$ cat src/ext_irq_pkg.sv
// Package with register map, field positions and bus carrier types for the enable/flag block
package ext_irq_pkg;

    // Register bus geometry
    localparam int ADDR_W = 4;
    localparam int DATA_W = 8;

    // Register offsets
    localparam logic [3:0] ADDR_ENABLE     = 4'h0;
    localparam logic [3:0] ADDR_FLAGS      = 4'h1;
    localparam logic [3:0] ADDR_EVT_STATUS = 4'h2;
    localparam logic [3:0] ADDR_EVT_MASK   = 4'h3;

    // Field positions, shared by enable, flag, event status and event mask; wakeup bit 5 only in enable
    localparam int BIT_DT     = 7;
    localparam int BIT_WAKEUP = 5;
    localparam int BIT_PIN3   = 3;
    localparam int BIT_PIN0   = 0;

    // Fixed bits and writable masks
    localparam logic [7:0] ENABLE_FIXED_ONES = 8'h10;
    localparam logic [7:0] ENABLE_RW_MASK    = 8'hA9;
    localparam logic [7:0] FLAGS_FIXED_ONES  = 8'h30;
    localparam logic [7:0] FLAGS_RW_MASK     = 8'h89;
    localparam logic [7:0] EVT_RW_MASK       = 8'h89;

    // Values after reset, and the read value of unmapped addresses
    localparam logic [7:0] EVT_STATUS_RESET = 8'h00;
    localparam logic [7:0] EVT_MASK_RESET   = 8'h00;
    localparam logic [7:0] RDATA_RESET      = 8'h00;
    localparam logic [7:0] UNMAPPED_READ    = 8'h00;

    // One register bus request
    typedef struct packed {
        logic [3:0] addr;
        logic [7:0] wdata;
        logic       wr;
        logic       rd;
    } reg_req_t;

    // Interrupt requests towards the core
    typedef struct packed {
        logic direct_transition;
        logic wakeup;
        logic pin3;
        logic pin0;
    } src_req_t;

endpackage : ext_irq_pkg

$ cat src/ext_pin_irq_enable_flags.sv
// Enable and request-flag registers for direct-transition, pin 3, pin 0 and wakeup sources
//
// Function
// [RL1] Enable bit 7 gates direct-transition requests; resets 0, read/write.
// [RL2] Enable bit 5 is one shared enable for all six wakeup pins; resets 0.
// [RL3] Enable bit 3 gates pin 3 requests; resets 0, read/write.
// [RL4] Enable bit 0 gates pin 0 requests; resets 0, read/write.
// [RL5] Enable bit 4 reads 1, bits 6, 2, 1 read 0; writes ignored.
// [RL6] Software clears enables or flags only while the core mask bit is set.
// [RL7] Clear colliding with a new request still yields that interrupt afterwards; a wakeup request colliding with a bit 5 clear is dropped.
// [RL8] Flag bit 7 sets on a direct transfer while direct transfer is on.
// [RL9] Direct-transition flag clears on writing 0; resets 0.
// [RL10] Flag bits 5, 4 read 1, bits 6, 2, 1 read 0.
// [RL11] Flag bit 3 sets on the selected edge of pin 3 in interrupt mode.
// [RL12] Pin 3 flag clears on writing 0; resets 0.
// [RL13] Flag bit 0 sets on the selected edge of pin 0 in interrupt mode.
// [RL14] Pin 0 flag clears on writing 0; resets 0.
// [RL15] Edge select 0 detects falling edges, 1 detects rising edges.
// [RL16] Request to the core is the flag ANDed with its enable.
// [RL17] Writing 1 to a flag keeps it; a set beats a same-cycle clear.
//
// Added by the designer: the plain strobed port and the placing of the registers.
`timescale 1ns/10ps

module ext_pin_irq_enable_flags
    import ext_irq_pkg::*;
(
    // Clock and reset
    input  wire logic       sys_clk,
    input  wire logic       rstn,
    // Register bus
    input  wire reg_req_t   bus,
    output logic [7:0]      rdata,
    // External interrupt pins and their configuration
    input  wire logic       ext_irq_pin3,
    input  wire logic       ext_irq_pin0,
    input  wire logic       pin3_is_irq,
    input  wire logic       pin0_is_irq,
    input  wire logic       pin3_edge_select,
    input  wire logic       pin0_edge_select,
    // Direct transfer from the sleep logic
    input  wire logic       direct_transfer_event,
    input  wire logic       direct_transfer_on,
    // Wakeup flags from the neighbouring flag register
    input  wire logic [5:0] wakeup_flags,
    // Requests to the core and enable to the wakeup logic
    output src_req_t        reqs,
    output logic            wakeup_irq_en,
    output logic            irq
);

    // Edge hit for a pin, polarity chosen by its select bit
    function automatic logic edge_hit(input logic now, input logic prev,
                                      input logic rising_sel);
        return rising_sel ? (now & ~prev) : (~now & prev);
    endfunction : edge_hit

    // Next value of a request flag; a set event beats a clearing write
    function automatic logic next_flag(input logic flag, input logic set_evt,
                                       input logic wr, input logic wbit);
        return set_evt | (flag & ~(wr & ~wbit));
    endfunction : next_flag

    // Enable bits
    logic direct_transition_irq_en;
    logic pin3_irq_en;
    logic pin0_irq_en;
    logic wakeup_en_q;

    // Request flags and late requests caught on an enable clear
    logic direct_transition_req_flag;
    logic pin3_req_flag;
    logic pin0_req_flag;
    logic pend_dt;
    logic pend_p3;
    logic pend_p0;

    // Event status for the summary interrupt
    logic [7:0] evt_status;
    logic [7:0] evt_mask;

    // Pin history for edge detection
    logic       prev_pin3;
    logic       prev_pin0;
    logic       edges_armed;

    // Decoded strobes
    logic       wr_enable;
    logic       wr_flags;
    logic       wr_status;
    logic       wr_mask;

    // Set events
    logic       set_dt;
    logic       set_p3;
    logic       set_p0;
    logic [7:0] set_vec;

    // Next values
    logic       next_en_dt;
    logic       next_en_p3;
    logic       next_en_p0;
    logic       next_en_wp;
    logic       next_flag_dt;
    logic       next_flag_p3;
    logic       next_flag_p0;
    logic       next_pend_dt;
    logic       next_pend_p3;
    logic       next_pend_p0;
    logic [7:0] next_status;
    logic [7:0] next_mask;

    // Address decode of the write strobe
    assign wr_enable = bus.wr && (bus.addr == ADDR_ENABLE);
    assign wr_flags  = bus.wr && (bus.addr == ADDR_FLAGS);
    assign wr_status = bus.wr && (bus.addr == ADDR_EVT_STATUS);
    assign wr_mask   = bus.wr && (bus.addr == ADDR_EVT_MASK);

    // Edge events; the first cycle after reset is skipped so a high pin is no edge
    assign set_p3 = pin3_is_irq && edges_armed
                    && edge_hit(ext_irq_pin3, prev_pin3, pin3_edge_select); // RL11 RL15
    assign set_p0 = pin0_is_irq && edges_armed
                    && edge_hit(ext_irq_pin0, prev_pin0, pin0_edge_select); // RL13 RL15
    assign set_dt = direct_transfer_event && direct_transfer_on; // RL8

    // Same layout as the flag register
    always_comb begin
        set_vec           = 8'h00;
        set_vec[BIT_DT]   = set_dt;
        set_vec[BIT_PIN3] = set_p3;
        set_vec[BIT_PIN0] = set_p0;
    end

    // Enables take only their own bits; fixed bits never stored
    assign next_en_dt = wr_enable ? bus.wdata[BIT_DT]     : direct_transition_irq_en; // RL1 RL5
    assign next_en_wp = wr_enable ? bus.wdata[BIT_WAKEUP] : wakeup_en_q;              // RL2
    assign next_en_p3 = wr_enable ? bus.wdata[BIT_PIN3]   : pin3_irq_en;              // RL3
    assign next_en_p0 = wr_enable ? bus.wdata[BIT_PIN0]   : pin0_irq_en;              // RL4

    // Flags clear on a written 0, keep on a written 1
    assign next_flag_dt = next_flag(direct_transition_req_flag, set_dt,
                                    wr_flags, bus.wdata[BIT_DT]);   // RL9 RL17
    assign next_flag_p3 = next_flag(pin3_req_flag, set_p3,
                                    wr_flags, bus.wdata[BIT_PIN3]); // RL12 RL17
    assign next_flag_p0 = next_flag(pin0_req_flag, set_p0,
                                    wr_flags, bus.wdata[BIT_PIN0]); // RL14 RL17

    // An enable cleared in the cycle its source fires keeps that one request
    // alive until the flag is cleared. Software normally avoids this by masking
    // at the core first; this covers the unmasked race.
    assign next_pend_dt = (pend_dt | (set_dt & direct_transition_irq_en & ~next_en_dt))
                          & next_flag_dt; // RL7 RL6
    assign next_pend_p3 = (pend_p3 | (set_p3 & pin3_irq_en & ~next_en_p3))
                          & next_flag_p3; // RL7
    assign next_pend_p0 = (pend_p0 | (set_p0 & pin0_irq_en & ~next_en_p0))
                          & next_flag_p0; // RL7

    // Event status: write one to clear, a new event wins
    assign next_status = ((evt_status & ~(wr_status ? bus.wdata : 8'h00)) | set_vec)
                         & EVT_RW_MASK;
    assign next_mask   = wr_mask ? (bus.wdata & EVT_RW_MASK) : evt_mask;

    // Enable register
    always_ff @(posedge sys_clk or negedge rstn) begin
        if (!rstn) begin
            direct_transition_irq_en <= 1'b0;
            wakeup_en_q              <= 1'b0;
            pin3_irq_en              <= 1'b0;
            pin0_irq_en              <= 1'b0;
        end else begin
            direct_transition_irq_en <= next_en_dt;
            wakeup_en_q              <= next_en_wp;
            pin3_irq_en              <= next_en_p3;
            pin0_irq_en              <= next_en_p0;
        end
    end

    // Request flags and late-request holders
    always_ff @(posedge sys_clk or negedge rstn) begin
        if (!rstn) begin
            direct_transition_req_flag <= 1'b0;
            pin3_req_flag              <= 1'b0;
            pin0_req_flag              <= 1'b0;
            pend_dt                    <= 1'b0;
            pend_p3                    <= 1'b0;
            pend_p0                    <= 1'b0;
        end else begin
            direct_transition_req_flag <= next_flag_dt;
            pin3_req_flag              <= next_flag_p3;
            pin0_req_flag              <= next_flag_p0;
            pend_dt                    <= next_pend_dt;
            pend_p3                    <= next_pend_p3;
            pend_p0                    <= next_pend_p0;
        end
    end

    // Pin history; armed one cycle after reset release
    always_ff @(posedge sys_clk or negedge rstn) begin
        if (!rstn) begin
            prev_pin3   <= 1'b0;
            prev_pin0   <= 1'b0;
            edges_armed <= 1'b0;
        end else begin
            prev_pin3   <= ext_irq_pin3;
            prev_pin0   <= ext_irq_pin0;
            edges_armed <= 1'b1;
        end
    end

    // Requests to the core, registered from next state so they track the flags
    always_ff @(posedge sys_clk or negedge rstn) begin
        if (!rstn) begin
            reqs          <= '0;
            wakeup_irq_en <= 1'b0;
        end else begin
            reqs.direct_transition <= next_flag_dt & (next_en_dt | next_pend_dt); // RL16 RL1
            reqs.pin3              <= next_flag_p3 & (next_en_p3 | next_pend_p3); // RL16 RL3
            reqs.pin0              <= next_flag_p0 & (next_en_p0 | next_pend_p0); // RL16 RL4
            reqs.wakeup            <= (|wakeup_flags) & next_en_wp;               // RL2
            wakeup_irq_en          <= next_en_wp;                                 // RL2
        end
    end

    // Event status, mask and summary interrupt
    always_ff @(posedge sys_clk or negedge rstn) begin
        if (!rstn) begin
            evt_status <= EVT_STATUS_RESET;
            evt_mask   <= EVT_MASK_RESET;
            irq        <= 1'b0;
        end else begin
            evt_status <= next_status;
            evt_mask   <= next_mask;
            irq        <= |(next_status & next_mask);
        end
    end

    // Read data one cycle after the strobe; reads have no side effect
    always_ff @(posedge sys_clk or negedge rstn) begin
        if (!rstn) begin
            rdata <= RDATA_RESET;
        end else if (bus.rd) begin
            case (bus.addr)
                ADDR_ENABLE: begin
                    rdata <= ENABLE_FIXED_ONES
                             | {direct_transition_irq_en, 1'b0, wakeup_en_q, 1'b0,
                                pin3_irq_en, 2'b00, pin0_irq_en}; // RL5
                end
                ADDR_FLAGS: begin
                    rdata <= FLAGS_FIXED_ONES
                             | {direct_transition_req_flag, 3'b000, pin3_req_flag,
                                2'b00, pin0_req_flag}; // RL10
                end
                ADDR_EVT_STATUS: begin
                    rdata <= evt_status;
                end
                ADDR_EVT_MASK: begin
                    rdata <= evt_mask;
                end
                default: begin
                    rdata <= UNMAPPED_READ;
                end
            endcase
        end else begin
            rdata <= RDATA_RESET;
        end
    end
endmodule : ext_pin_irq_enable_flags

$ cat config.mk
export PLATFORM = sky130hd
export DESIGN_NAME = ext_pin_irq_enable_flags
export DESIGN_NICKNAME = d
export VERILOG_FILES = /design/src/ext_irq_pkg.sv /design/src/ext_pin_irq_enable_flags.sv
export SDC_FILE = /design/constraint.sdc
export NUM_CORES = 1
export LEC_CHECK = 0
export BUFFER_PORTS_ARGS = -buffer_cell sky130_fd_sc_hd__clkbuf_2
export CAP_MARGIN = 25
export CORE_AREA = 3 3 86 72
export DETAILED_ROUTE_END_ITERATION = 8
export DIE_AREA = 0 0 89 75
export REMOVE_ABC_BUFFERS = 1
export SYNTH_ARGS = -nofsm -noshare
export SYNTH_HDL_FRONTEND = slang
export SYNTH_SLANG_ARGS = --single-unit
$ cat constraint.sdc
create_clock -name sys_clk -period 2 [get_ports sys_clk]
set_clock_uncertainty 0.2 [all_clocks]
set_input_delay 0.5 -clock sys_clk [delete_from_list [all_inputs] [get_ports sys_clk]]
set_output_delay 0.5 -clock sys_clk [all_outputs]
set_load 0.005 [all_outputs]
==> impl_metrics.env, run 1 <==
export IMPL_status="finished, final reports clean"
export IMPL_wirelength_um=2920
export IMPL_wl_per_cell_um=13.0
export IMPL_crit_path_top_delay_cell="or3b_2"
export IMPL_postCtsHoldBufs=0
export IMPL_die_area_um2=6680
export IMPL_fin_util_pct=31.7
export IMPL_cp_required_ns=1.99
export IMPL_cts_buffers_inserted=5
export IMPL_ys_types=34
export IMPL_async_flop_share_pct=100
export IMPL_synth_area_um2=1320
export IMPL_clk_pin_slew_ns=0.06
export IMPL_vias=990
export IMPL_fin_crit_ns=1.75
export IMPL_p_leak_nw=0.844
export IMPL_mostFrequentLayoutCells="36 x clkbuf_2, 29 x dfrtp_1, 12 x nand2_1"
export IMPL_die_y_um=75
export IMPL_critPathLaunchType="input port"
export IMPL_grt_pass1_wl_um=4940
export IMPL_die_w_um=89
export IMPL_row_count=24
export IMPL_synth_flop_cell="dfrtp_1"
export IMPL_grt_start_max_net_pins=30
export IMPL_synth_cells=111
export IMPL_gp_congestion=0.758
export IMPL_max_freq_mhz=572
export IMPL_num_io_pins=44
export IMPL_finalCritPeriodShare_pct=87.4
export IMPL_overflow=0
export IMPL_core_area_um2=5380
export IMPL_drt_first_pass_iters=4
export IMPL_worstSkewPairLatency_ns=0.27
export IMPL_ir_drop_mv=0.203
export IMPL_hp_class="in -> async"
export IMPL_ant_nets=0
export IMPL_power_density_nw_per_um2=834
export IMPL_synth_seq_cells=29
export IMPL_cts_tree="done"
export IMPL_cts_root_buf="clkbuf_8"
export IMPL_cp_end_kind="flip-flop"
export IMPL_drv_cap=0
export IMPL_dp_hpwl_um=2280
export IMPL_drt_iter0_markers=15
export IMPL_drive_gt1_share_pct=37.5
export IMPL_ys_warn_count=0
export IMPL_worstPathCellList="clkbuf_2, or3b_2, a21oi_1, nand2b_1, a21boi_0"
export IMPL_grt_setup_unrepaired="false"
export IMPL_port_buffers=36
export IMPL_dp_cells=218
export IMPL_final_cell_count_no_fill=225
export IMPL_synth_edff_count=0
export IMPL_setup_viol=0
export IMPL_antenna_found_initial=0
export IMPL_whs_ns=0.0207
export IMPL_via_per_inst=4.40
export IMPL_crit_arrival_ns=1.74
export IMPL_ctsResizeCount=0
export IMPL_start_util_pct=24.6
export IMPL_max_stage_delay_ns=0.45
export IMPL_mostFrequentLayoutCell="clkbuf_2"
export IMPL_track_usage_pct=10.0
export IMPL_power_total_mw=1.42
export IMPL_cts_sinks=29
export IMPL_diodes=0
export IMPL_yosysSeqAreaShare_pct=54.9
export IMPL_htree_num_levels=2
export IMPL_fin_ws_ns=0.252
export IMPL_post_cts_buffers=0
export IMPL_dpl_worst_slack_ns=-0.0532
export IMPL_cts_path_max_buffers=2
export IMPL_syn_avg_cell_area_um2=11.9
export IMPL_critPathMaxFanout=4
export IMPL_syn2layout_area_growth_pct=28.8
export IMPL_hold_viol_final=0
export IMPL_route_detailed_drc=0
export IMPL_layout_nets=190
export IMPL_grt_pass1_vias=1109
export IMPL_critPathKind="in -> reg"
export IMPL_drv_slew=0
cells in the mapped netlist, types with 2 or more instances:
library cell | instances | share of area [%]
mux2i_1 | 2 | 1.5
o31ai_1 | 3 | 1.7
or2_2 | 2 | 0.95
a21oi_1 | 8 | 3.0
nand2_1 | 12 | 3.4
dfrtp_1 | 29 | 55
buf_6 | 2 | 1.7
or3b_2 | 2 | 1.3
and3_1 | 4 | 1.9
nand3_1 | 3 | 1.1
mux4_1 | 3 | 6.0
nand2b_1 | 2 | 0.95
inv_1 | 6 | 1.7
conb_1 | 2 | 0.57
nand3b_1 | 2 | 1.1
buf_4 | 3 | 1.7
o21a_1 | 5 | 2.8
a21boi_0 | 2 | 1.1
o21ai_0 | 4 | 1.5
power breakdown:
| part | switching [mW] | internal (mW) |
|---|---|---|
| Sequential | 0.0416 | 0.669 |
| Combinational | 0.114 | 0.127 |
| Clock | 0.196 | 0.272 |
| Total | 0.352 | 1.07 |
registers in the layout, indices dropped and copies added, names as in the netlist, 3 cells and up:
register and cells:
reqs 4, evt_mask 3, evt_status 3, rdata 5
final cells by class:
class	count	area (um^2)
Sequential cell	29	726
Fill cell	566	3670
Timing Repair Buffer	46	255
Inverter	6	22.5
Multi-Input combinational cell	72	531
Tap cell	65	81.3
Clock buffer	7	86.3
worst max-delay path: cells and delay by family:
| kind | cells | cell delay (ns) |
|---|---|---|
| AND/OR/NAND/NOR | 2 | 0.65 |
| buffers and inverters | 1 | 0.10 |
| AO/OA/AOI/OAI | 2 | 0.48 |
kinds of logic (layout without fill, tap and decap cells):
logic type	Yosys count	count (layout)	synth area share [%]
AND/OR/NAND/NOR	36	36	17.4
buffers and inverters	12	59	5.49
other	2	4	0.568
AO/OA/AOI/OAI	26	26	13.0
multiplexers	6	6	8.62
flip-flops	29	29	54.9
per-layer routing:
layer	GRT usage (%)	routed length, um	part of all wire [%]	vias to the layer above
met3	3.17	150	5.1	5
met2	16.2	1390	48	21
li1	-	-	-	489
met5	0	0	0	-
met1	11.6	1310	45	475
met4	6.45	70	2.4	0
per-stage QoR:
step | area (um^2) | TNS, ns
after global routing | 1700 | 0
after detailed placement | 1620 | -0.0681
after floorplan | 1280 | 0
final | 1700 | 0
after global placement | 1620 | -0.00216
after CTS | 1700 | 0
worst paths after layout:
kind,from,end,slack (ns),cells after the start
max in group asynchronous,rstn,evt_mask[3],1.31,2
setup / recovery,ext_irq_pin3,reqs[1],0.25,5
hold / removal,rstn,prev_pin0,0.02,2
setup reg to reg,prev_pin3,reqs[1],0.26,4
min in group sys_clk,ext_irq_pin0,prev_pin0,0.16,1
hold reg to reg,pend_p0,pend_p0,0.29,1
Power figures use the tool's default switching activity.
==> inputs of run 2 (changes only) <==
--- a/config.mk
+++ b/config.mk
@@ -7,9 +7,10 @@
 export LEC_CHECK = 0
 export BUFFER_PORTS_ARGS = -buffer_cell sky130_fd_sc_hd__clkbuf_2
 export CAP_MARGIN = 25
-export CORE_AREA = 3 3 86 72
+export CORE_AREA = 5 5 88 74
 export DETAILED_ROUTE_END_ITERATION = 8
-export DIE_AREA = 0 0 89 75
+export DIE_AREA = 0 0 93 79
+export PLACE_DENSITY = 0.42
 export REMOVE_ABC_BUFFERS = 1
 export SYNTH_ARGS = -nofsm -noshare
 export SYNTH_HDL_FRONTEND = slang
==> constraint.sdc (replaced) <==
create_clock -name sys_clk -period 1.8 [get_ports sys_clk]
set_clock_uncertainty 0.2 [all_clocks]
set_input_delay 0.45 -clock sys_clk [delete_from_list [all_inputs] [get_ports sys_clk]]
set_output_delay 0.45 -clock sys_clk [all_outputs]
set_load 0.005 [all_outputs]
==> run 2 against run 1 <==
Effect of this change:
- core utilization shrank 0.48 points
- clock power grew 27%
- sequential share of layout area shrank 1.3 points
- clock-buffer cell count is the same
- global-route usage shrank 0.70 points
- largest cell class unchanged
- largest power group unchanged
==> impl_metrics.env, run 2 (synthesis gave the netlist of run 1 again) <==
export IMPL_status="finished, final reports clean"
export IMPL_vias=1025
export IMPL_critPathMaxFanout=7
export IMPL_max_stage_delay_ns=0.31
export IMPL_drt_first_pass_iters=4
export IMPL_min_delay_start="ext_irq_pin3"
export IMPL_cp_depth=6
export IMPL_layout_nets=191
export IMPL_dp_hpwl_um=2500
export IMPL_met3RoutedLength_um=195
export IMPL_largestRegisters="rdata: 5 flops, reqs: 4 flops"
export IMPL_start_util_pct=23.5
export IMPL_core_area_um2=5630
export IMPL_ir_drop_mv=0.429
export IMPL_drive_gt1_share_pct=40.1
export IMPL_drv_slew=0
export IMPL_power_total_mw=1.66
export IMPL_port_buffers=36
export IMPL_setup_tns_ns=0
export IMPL_overflow=0
export IMPL_fin_crit_ns=1.67
export IMPL_mostFrequentLayoutCells="36 x clkbuf_2, 29 x dfrtp_1, 12 x nand2_1"
export IMPL_hp_class="in -> reg"
export IMPL_placed_area_um2=1630
export IMPL_cts_buffers_inserted=5
export IMPL_cp_end_kind="flip-flop"
export IMPL_finalCritPeriodShare_pct=92.7
export IMPL_grt_setup_unrepaired="false"
export IMPL_cp_top_family="simple AND/OR/NAND/NOR gates"
export IMPL_critPathLaunchType="input port"
export IMPL_largest_reg_flops=5
export IMPL_dp_cells=220
export IMPL_htree_num_levels=2
export IMPL_cts_tree="done"
export IMPL_postLayoutCellArea_um2=1760
export IMPL_whs_ns=0.0971
export IMPL_r2r_setup_slack_ns=0.15
export IMPL_grt_pass1_vias=1071
export IMPL_mostFrequentLayoutCell="clkbuf_2"
export IMPL_critPathKind="in -> reg"
export IMPL_route_detailed_drc=0
export IMPL_power_density_nw_per_um2=947
export IMPL_cts_root_buf="clkbuf_8"
export IMPL_timing_rr_end="reqs[0]"
export IMPL_grt_start_max_net_pins=18
export IMPL_syn2layout_area_growth_pct=32.9
export IMPL_crit_path_top_delay_cell="nor4b_2"
export IMPL_row_count=25
export IMPL_wl_per_cell_um=14.1
export IMPL_hold_viol_final=0
export IMPL_via_per_inst=4.48
export IMPL_routed_top_layer="met4"
export IMPL_crit_arrival_ns=1.69
export IMPL_drt_met1_wl_um=1390
export IMPL_min_to="prev_pin3"
export IMPL_ant_nets=0
export IMPL_largest_register="rdata"
export IMPL_reg2reg_from="prev_pin0"
export IMPL_worst_hold_path_num_cells=1
export IMPL_cts_sinks=29
export IMPL_die_y_um=79
export IMPL_worst_r2r_cell_count=4
export IMPL_wirelength_um=3240
export IMPL_final_cell_count_no_fill=229
export IMPL_num_io_pins=44
export IMPL_drt_iter0_markers=31
export IMPL_worstSkewPairLatency_ns=0.28
export IMPL_setup_viol=0
export IMPL_post_cts_buffers=0
export IMPL_met2_length_um=1610
export IMPL_diodes=0
export IMPL_max_freq_mhz=599
export IMPL_die_w_um=93
export IMPL_cp_required_ns=1.82
export IMPL_p_leak_nw=0.863
export IMPL_die_area_um2=7350
export IMPL_path_buf_inv=2
export IMPL_track_usage_pct=9.34
export IMPL_cts_path_max_buffers=2
export IMPL_num_fill_cells=597
export IMPL_antenna_found_initial=0
export IMPL_grt_pass1_wl_um=5140
export IMPL_worstPathCellList="clkbuf_2, nor4b_4, buf_4, nand2_1, nor4b_2, o21a_1"
export IMPL_clk_pin_slew_ns=0.06
export IMPL_gp_congestion=0.756
export IMPL_drv_cap=0
[run 2: cell types whose count changed in the layout (fill, tap and decap cells not counted), sizes merged]
cell         before  now
dlygate4sd3       0    1
clkinv            0    1
[run 2: area by class of cell]
cell class                 instances  area (um^2)  share of cell area [%]
tap                               67         83.8                    4.78
clock buffer                       7         96.3                    5.49
inverter                           6         22.5                    1.28
timing repair buffer              47          278                    15.8
sequential                        29          726                    41.3
clock inverter                     1         5.00                   0.285
multi-input combinational         72          544                    31.0
[run 2: per-layer routing]
layer | up-vias | global-route usage, %
li1 | 495 | -
met1 | 493 | 10.6
met2 | 32 | 15.7
met3 | 5 | 3.60
met4 | 0 | 3.95
met5 | - | 0
[run 2: worst max-delay path by stage]
stage | start | endpoint | slack, ns
after floorplan | bus[10] | reqs[2] | -0.04
after global placement | bus[10] | pend_dt | -0.18
after detailed placement | bus[10] | pend_dt | -0.27
after CTS | bus[10] | pend_dt | 0.03
after global routing | bus[10] | reqs[0] | 0.02
final | bus[10] | pend_dt | 0.13
[run 2: metrics by stage]
stage	utilization, %	setup WS, ns
after floorplan	-	-0.0354
after global placement	29.0	-0.180
after detailed placement	29.0	-0.270
after CTS	30.9	0.0259
after global routing	31.2	0.0196
final	31.2	0.132
[run 2: timing repair]
item                                    in CTS  in global routing
endpoints found under the setup margin       0                  3
hold buffers                                 1                  0
gates resized for setup                      0                  3
endpoints found under the hold margin       12                  0
[run 2: report_power, final]
| group | internal, mW | switching [mW] | leakage [nW] |
|---|---|---|---|
| Sequential | 0.743 | 0.0459 | 0.356 |
| Combinational | 0.149 | 0.134 | 0.453 |
| Clock | 0.345 | 0.246 | 0.0542 |
| Total | 1.24 | 0.426 | 0.863 |
[run 2: worst reg2reg max path: cells and delay by family, from the launching register on]
family          cells  cell delay (ns)
simple gates        2             0.64
compound gates      2             0.39
flops               1             0.34
==> inputs of run 3 (changes only) <==
--- a/config.mk
+++ b/config.mk
@@ -10,7 +10,7 @@
 export CORE_AREA = 5 5 88 74
 export DETAILED_ROUTE_END_ITERATION = 8
 export DIE_AREA = 0 0 93 79
-export PLACE_DENSITY = 0.42
+export PLACE_DENSITY = 0.55
 export REMOVE_ABC_BUFFERS = 1
 export SYNTH_ARGS = -nofsm -noshare
 export SYNTH_HDL_FRONTEND = slang
==> run 3 against run 2 <==
Effect of this change:
- sequential share of layout area up 0.54 points
- global-route usage is 0.92 points lower
- wire length down 9.7%
- die area stayed put
- critical path type is now reg -> reg
- sequential power hardly changed
- critical path depth is 2 lower
==> impl_metrics.env, run 3 (synthesis gave the netlist of run 1 again) <==
export IMPL_finalCritPeriodShare_pct=90.8
export IMPL_largestRegisters="rdata: 5 flops, reqs: 4 flops"
export IMPL_setup_tns_ns=0
export IMPL_clk_pin_slew_ns=0.06
export IMPL_syn2layout_area_growth_pct=31.2
export IMPL_grt_pass1_vias=973
export IMPL_critPathKind="reg -> reg"
export IMPL_worstSkewPairLatency_ns=0.27
export IMPL_cts_sinks=29
export IMPL_crit_arrival_ns=1.62
export IMPL_critPathMaxFanout=4
export IMPL_largest_register="rdata"
export IMPL_grt_setup_unrepaired="false"
export IMPL_ir_drop_mv=0.262
export IMPL_cp_required_ns=1.79
export IMPL_cts_buffers_inserted=5
export IMPL_crit_path_top_delay_cell="or3b_2"
export IMPL_power_density_nw_per_um2=900
export IMPL_postLayoutCellArea_um2=1730
export IMPL_route_detailed_drc=0
export IMPL_setup_viol=0
export IMPL_hold_viol_final=0
export IMPL_track_usage_pct=8.42
export IMPL_max_freq_mhz=612
export IMPL_grt_start_max_net_pins=30
export IMPL_vias=1020
export IMPL_drv_cap=0
export IMPL_core_area_um2=5630
export IMPL_fin_crit_ns=1.63
export IMPL_worst_hold_path_num_cells=1
export IMPL_cp_end_kind="flip-flop"
export IMPL_via_per_inst=4.42
export IMPL_gp_congestion=0.808
export IMPL_mostFrequentLayoutCells="36 x clkbuf_2, 29 x dfrtp_1, 12 x nand2_1, 12 x buf_4"
export IMPL_p_leak_nw=0.858
export IMPL_drive_gt1_share_pct=39.6
export IMPL_ant_nets=0
export IMPL_drt_first_pass_iters=4
export IMPL_diodes=0
export IMPL_worstPathCellList="or3b_2, a21oi_2, nand2b_1, a21boi_0"
export IMPL_largest_reg_flops=5
export IMPL_die_y_um=79
export IMPL_dp_hpwl_um=2290
export IMPL_mostFrequentLayoutCell="clkbuf_2"
export IMPL_grt_pass1_wl_um=4740
export IMPL_drt_iter0_markers=32
export IMPL_wl_per_cell_um=12.6
export IMPL_wirelength_um=2920
export IMPL_antenna_found_initial=0
export IMPL_status="finished, final reports clean"
export IMPL_cts_tree="done"
export IMPL_layout_nets=193
export IMPL_start_util_pct=23.5
export IMPL_hp_class="in -> reg"
export IMPL_port_buffers=36
export IMPL_overflow=0
export IMPL_die_area_um2=7350
export IMPL_critPathLaunchType="flip-flop"
export IMPL_row_count=25
export IMPL_placed_area_um2=1630
export IMPL_die_w_um=93
export IMPL_worst_r2r_cell_count=4
export IMPL_max_stage_delay_ns=0.45
export IMPL_cts_path_max_buffers=2
export IMPL_drv_slew=0
export IMPL_num_io_pins=44
export IMPL_cts_root_buf="clkbuf_8"
export IMPL_htree_num_levels=2
==> run 3: changes by cell type in the layout (fill, tap and decap cells not counted), sizes merged <==
cell,previous run,this run
clkbuf,43,42
clkinv,1,2
buf,10,12
==> run 3: layout make-up <==
class / count / area [um^2]
fillers: 593 / 3900
flip-flops and latches: 29 / 726
multi-input cells: 72 / 538
repair buffers: 49 / 280
well taps: 67 / 83.8
clock buffers: 6 / 72.6
inverters: 6 / 22.5
clock inverters: 2 / 10.0
==> run 3: worst max-delay path: cells and delay by family (launching register included) <==
kind	cells	cell delay (ns)
flops	1	0.33
compound gates	2	0.39
simple gates	2	0.63
==> run 3: path summary, 6_finish.rpt <==
| kind | endpoint | slack, ns | startpoint |
|---|---|---|---|
| worst max register to register | reqs[0] | 0.17 | prev_pin0 |
| worst min-delay path | prev_pin3 | 0.11 | ext_irq_pin3 |
| worst max-delay path | reqs[0] | 0.17 | prev_pin0 |
| worst min register to register | pend_p0 | 0.29 | pend_p0 |
| max in group asynchronous | rdata[4] | 0.60 | rstn |
| min in group asynchronous | prev_pin0 | 0.52 | rstn |
==> run 3: through the flow <==
stage | hold slack (ns) | power [mW] | setup slack [ns] | instances | util [%]
6_report | 0.112 | 1.56 | 0.166 | 231 | 30.8
5_1_grt | 0.108 | 1.66 | 0.0492 | 231 | 30.8
4_1_cts | 0.106 | 1.59 | 0.0868 | 231 | 30.6
3_5_place_dp | 0.277 | 1.08 | -0.156 | 222 | 29.0
3_3_place_gp | 0.277 | 1.08 | -0.127 | 222 | 29.0
2_1_floorplan | -0.0456 | 0.929 | -0.0354 | 107 | -
==> run 3: what timing repair did <==
item	in CTS	in global routing
gates resized for setup	0	2
setup endpoints to repair	0	2
hold buffers	1	0
endpoints found under the hold margin	29	0
buffers inserted	0	0
==> run 3: metal layers <==
layer	GRT usage (%)	share of wire [%]	up-vias
met4	3.95	1.2	0
met2	11.9	45	26
met5	0	0	-
met1	11.6	48	491
li1	-	-	501
met3	2.75	6.0	2
==> run 3: report_power, final <==
group / total [mW] / internal [mW] / switching, mW
sequential: 0.789 / 0.743 / 0.0461
combinational: 0.278 / 0.150 / 0.128
clock: 0.493 / 0.267 / 0.226
total: 1.56 / 1.16 / 0.400
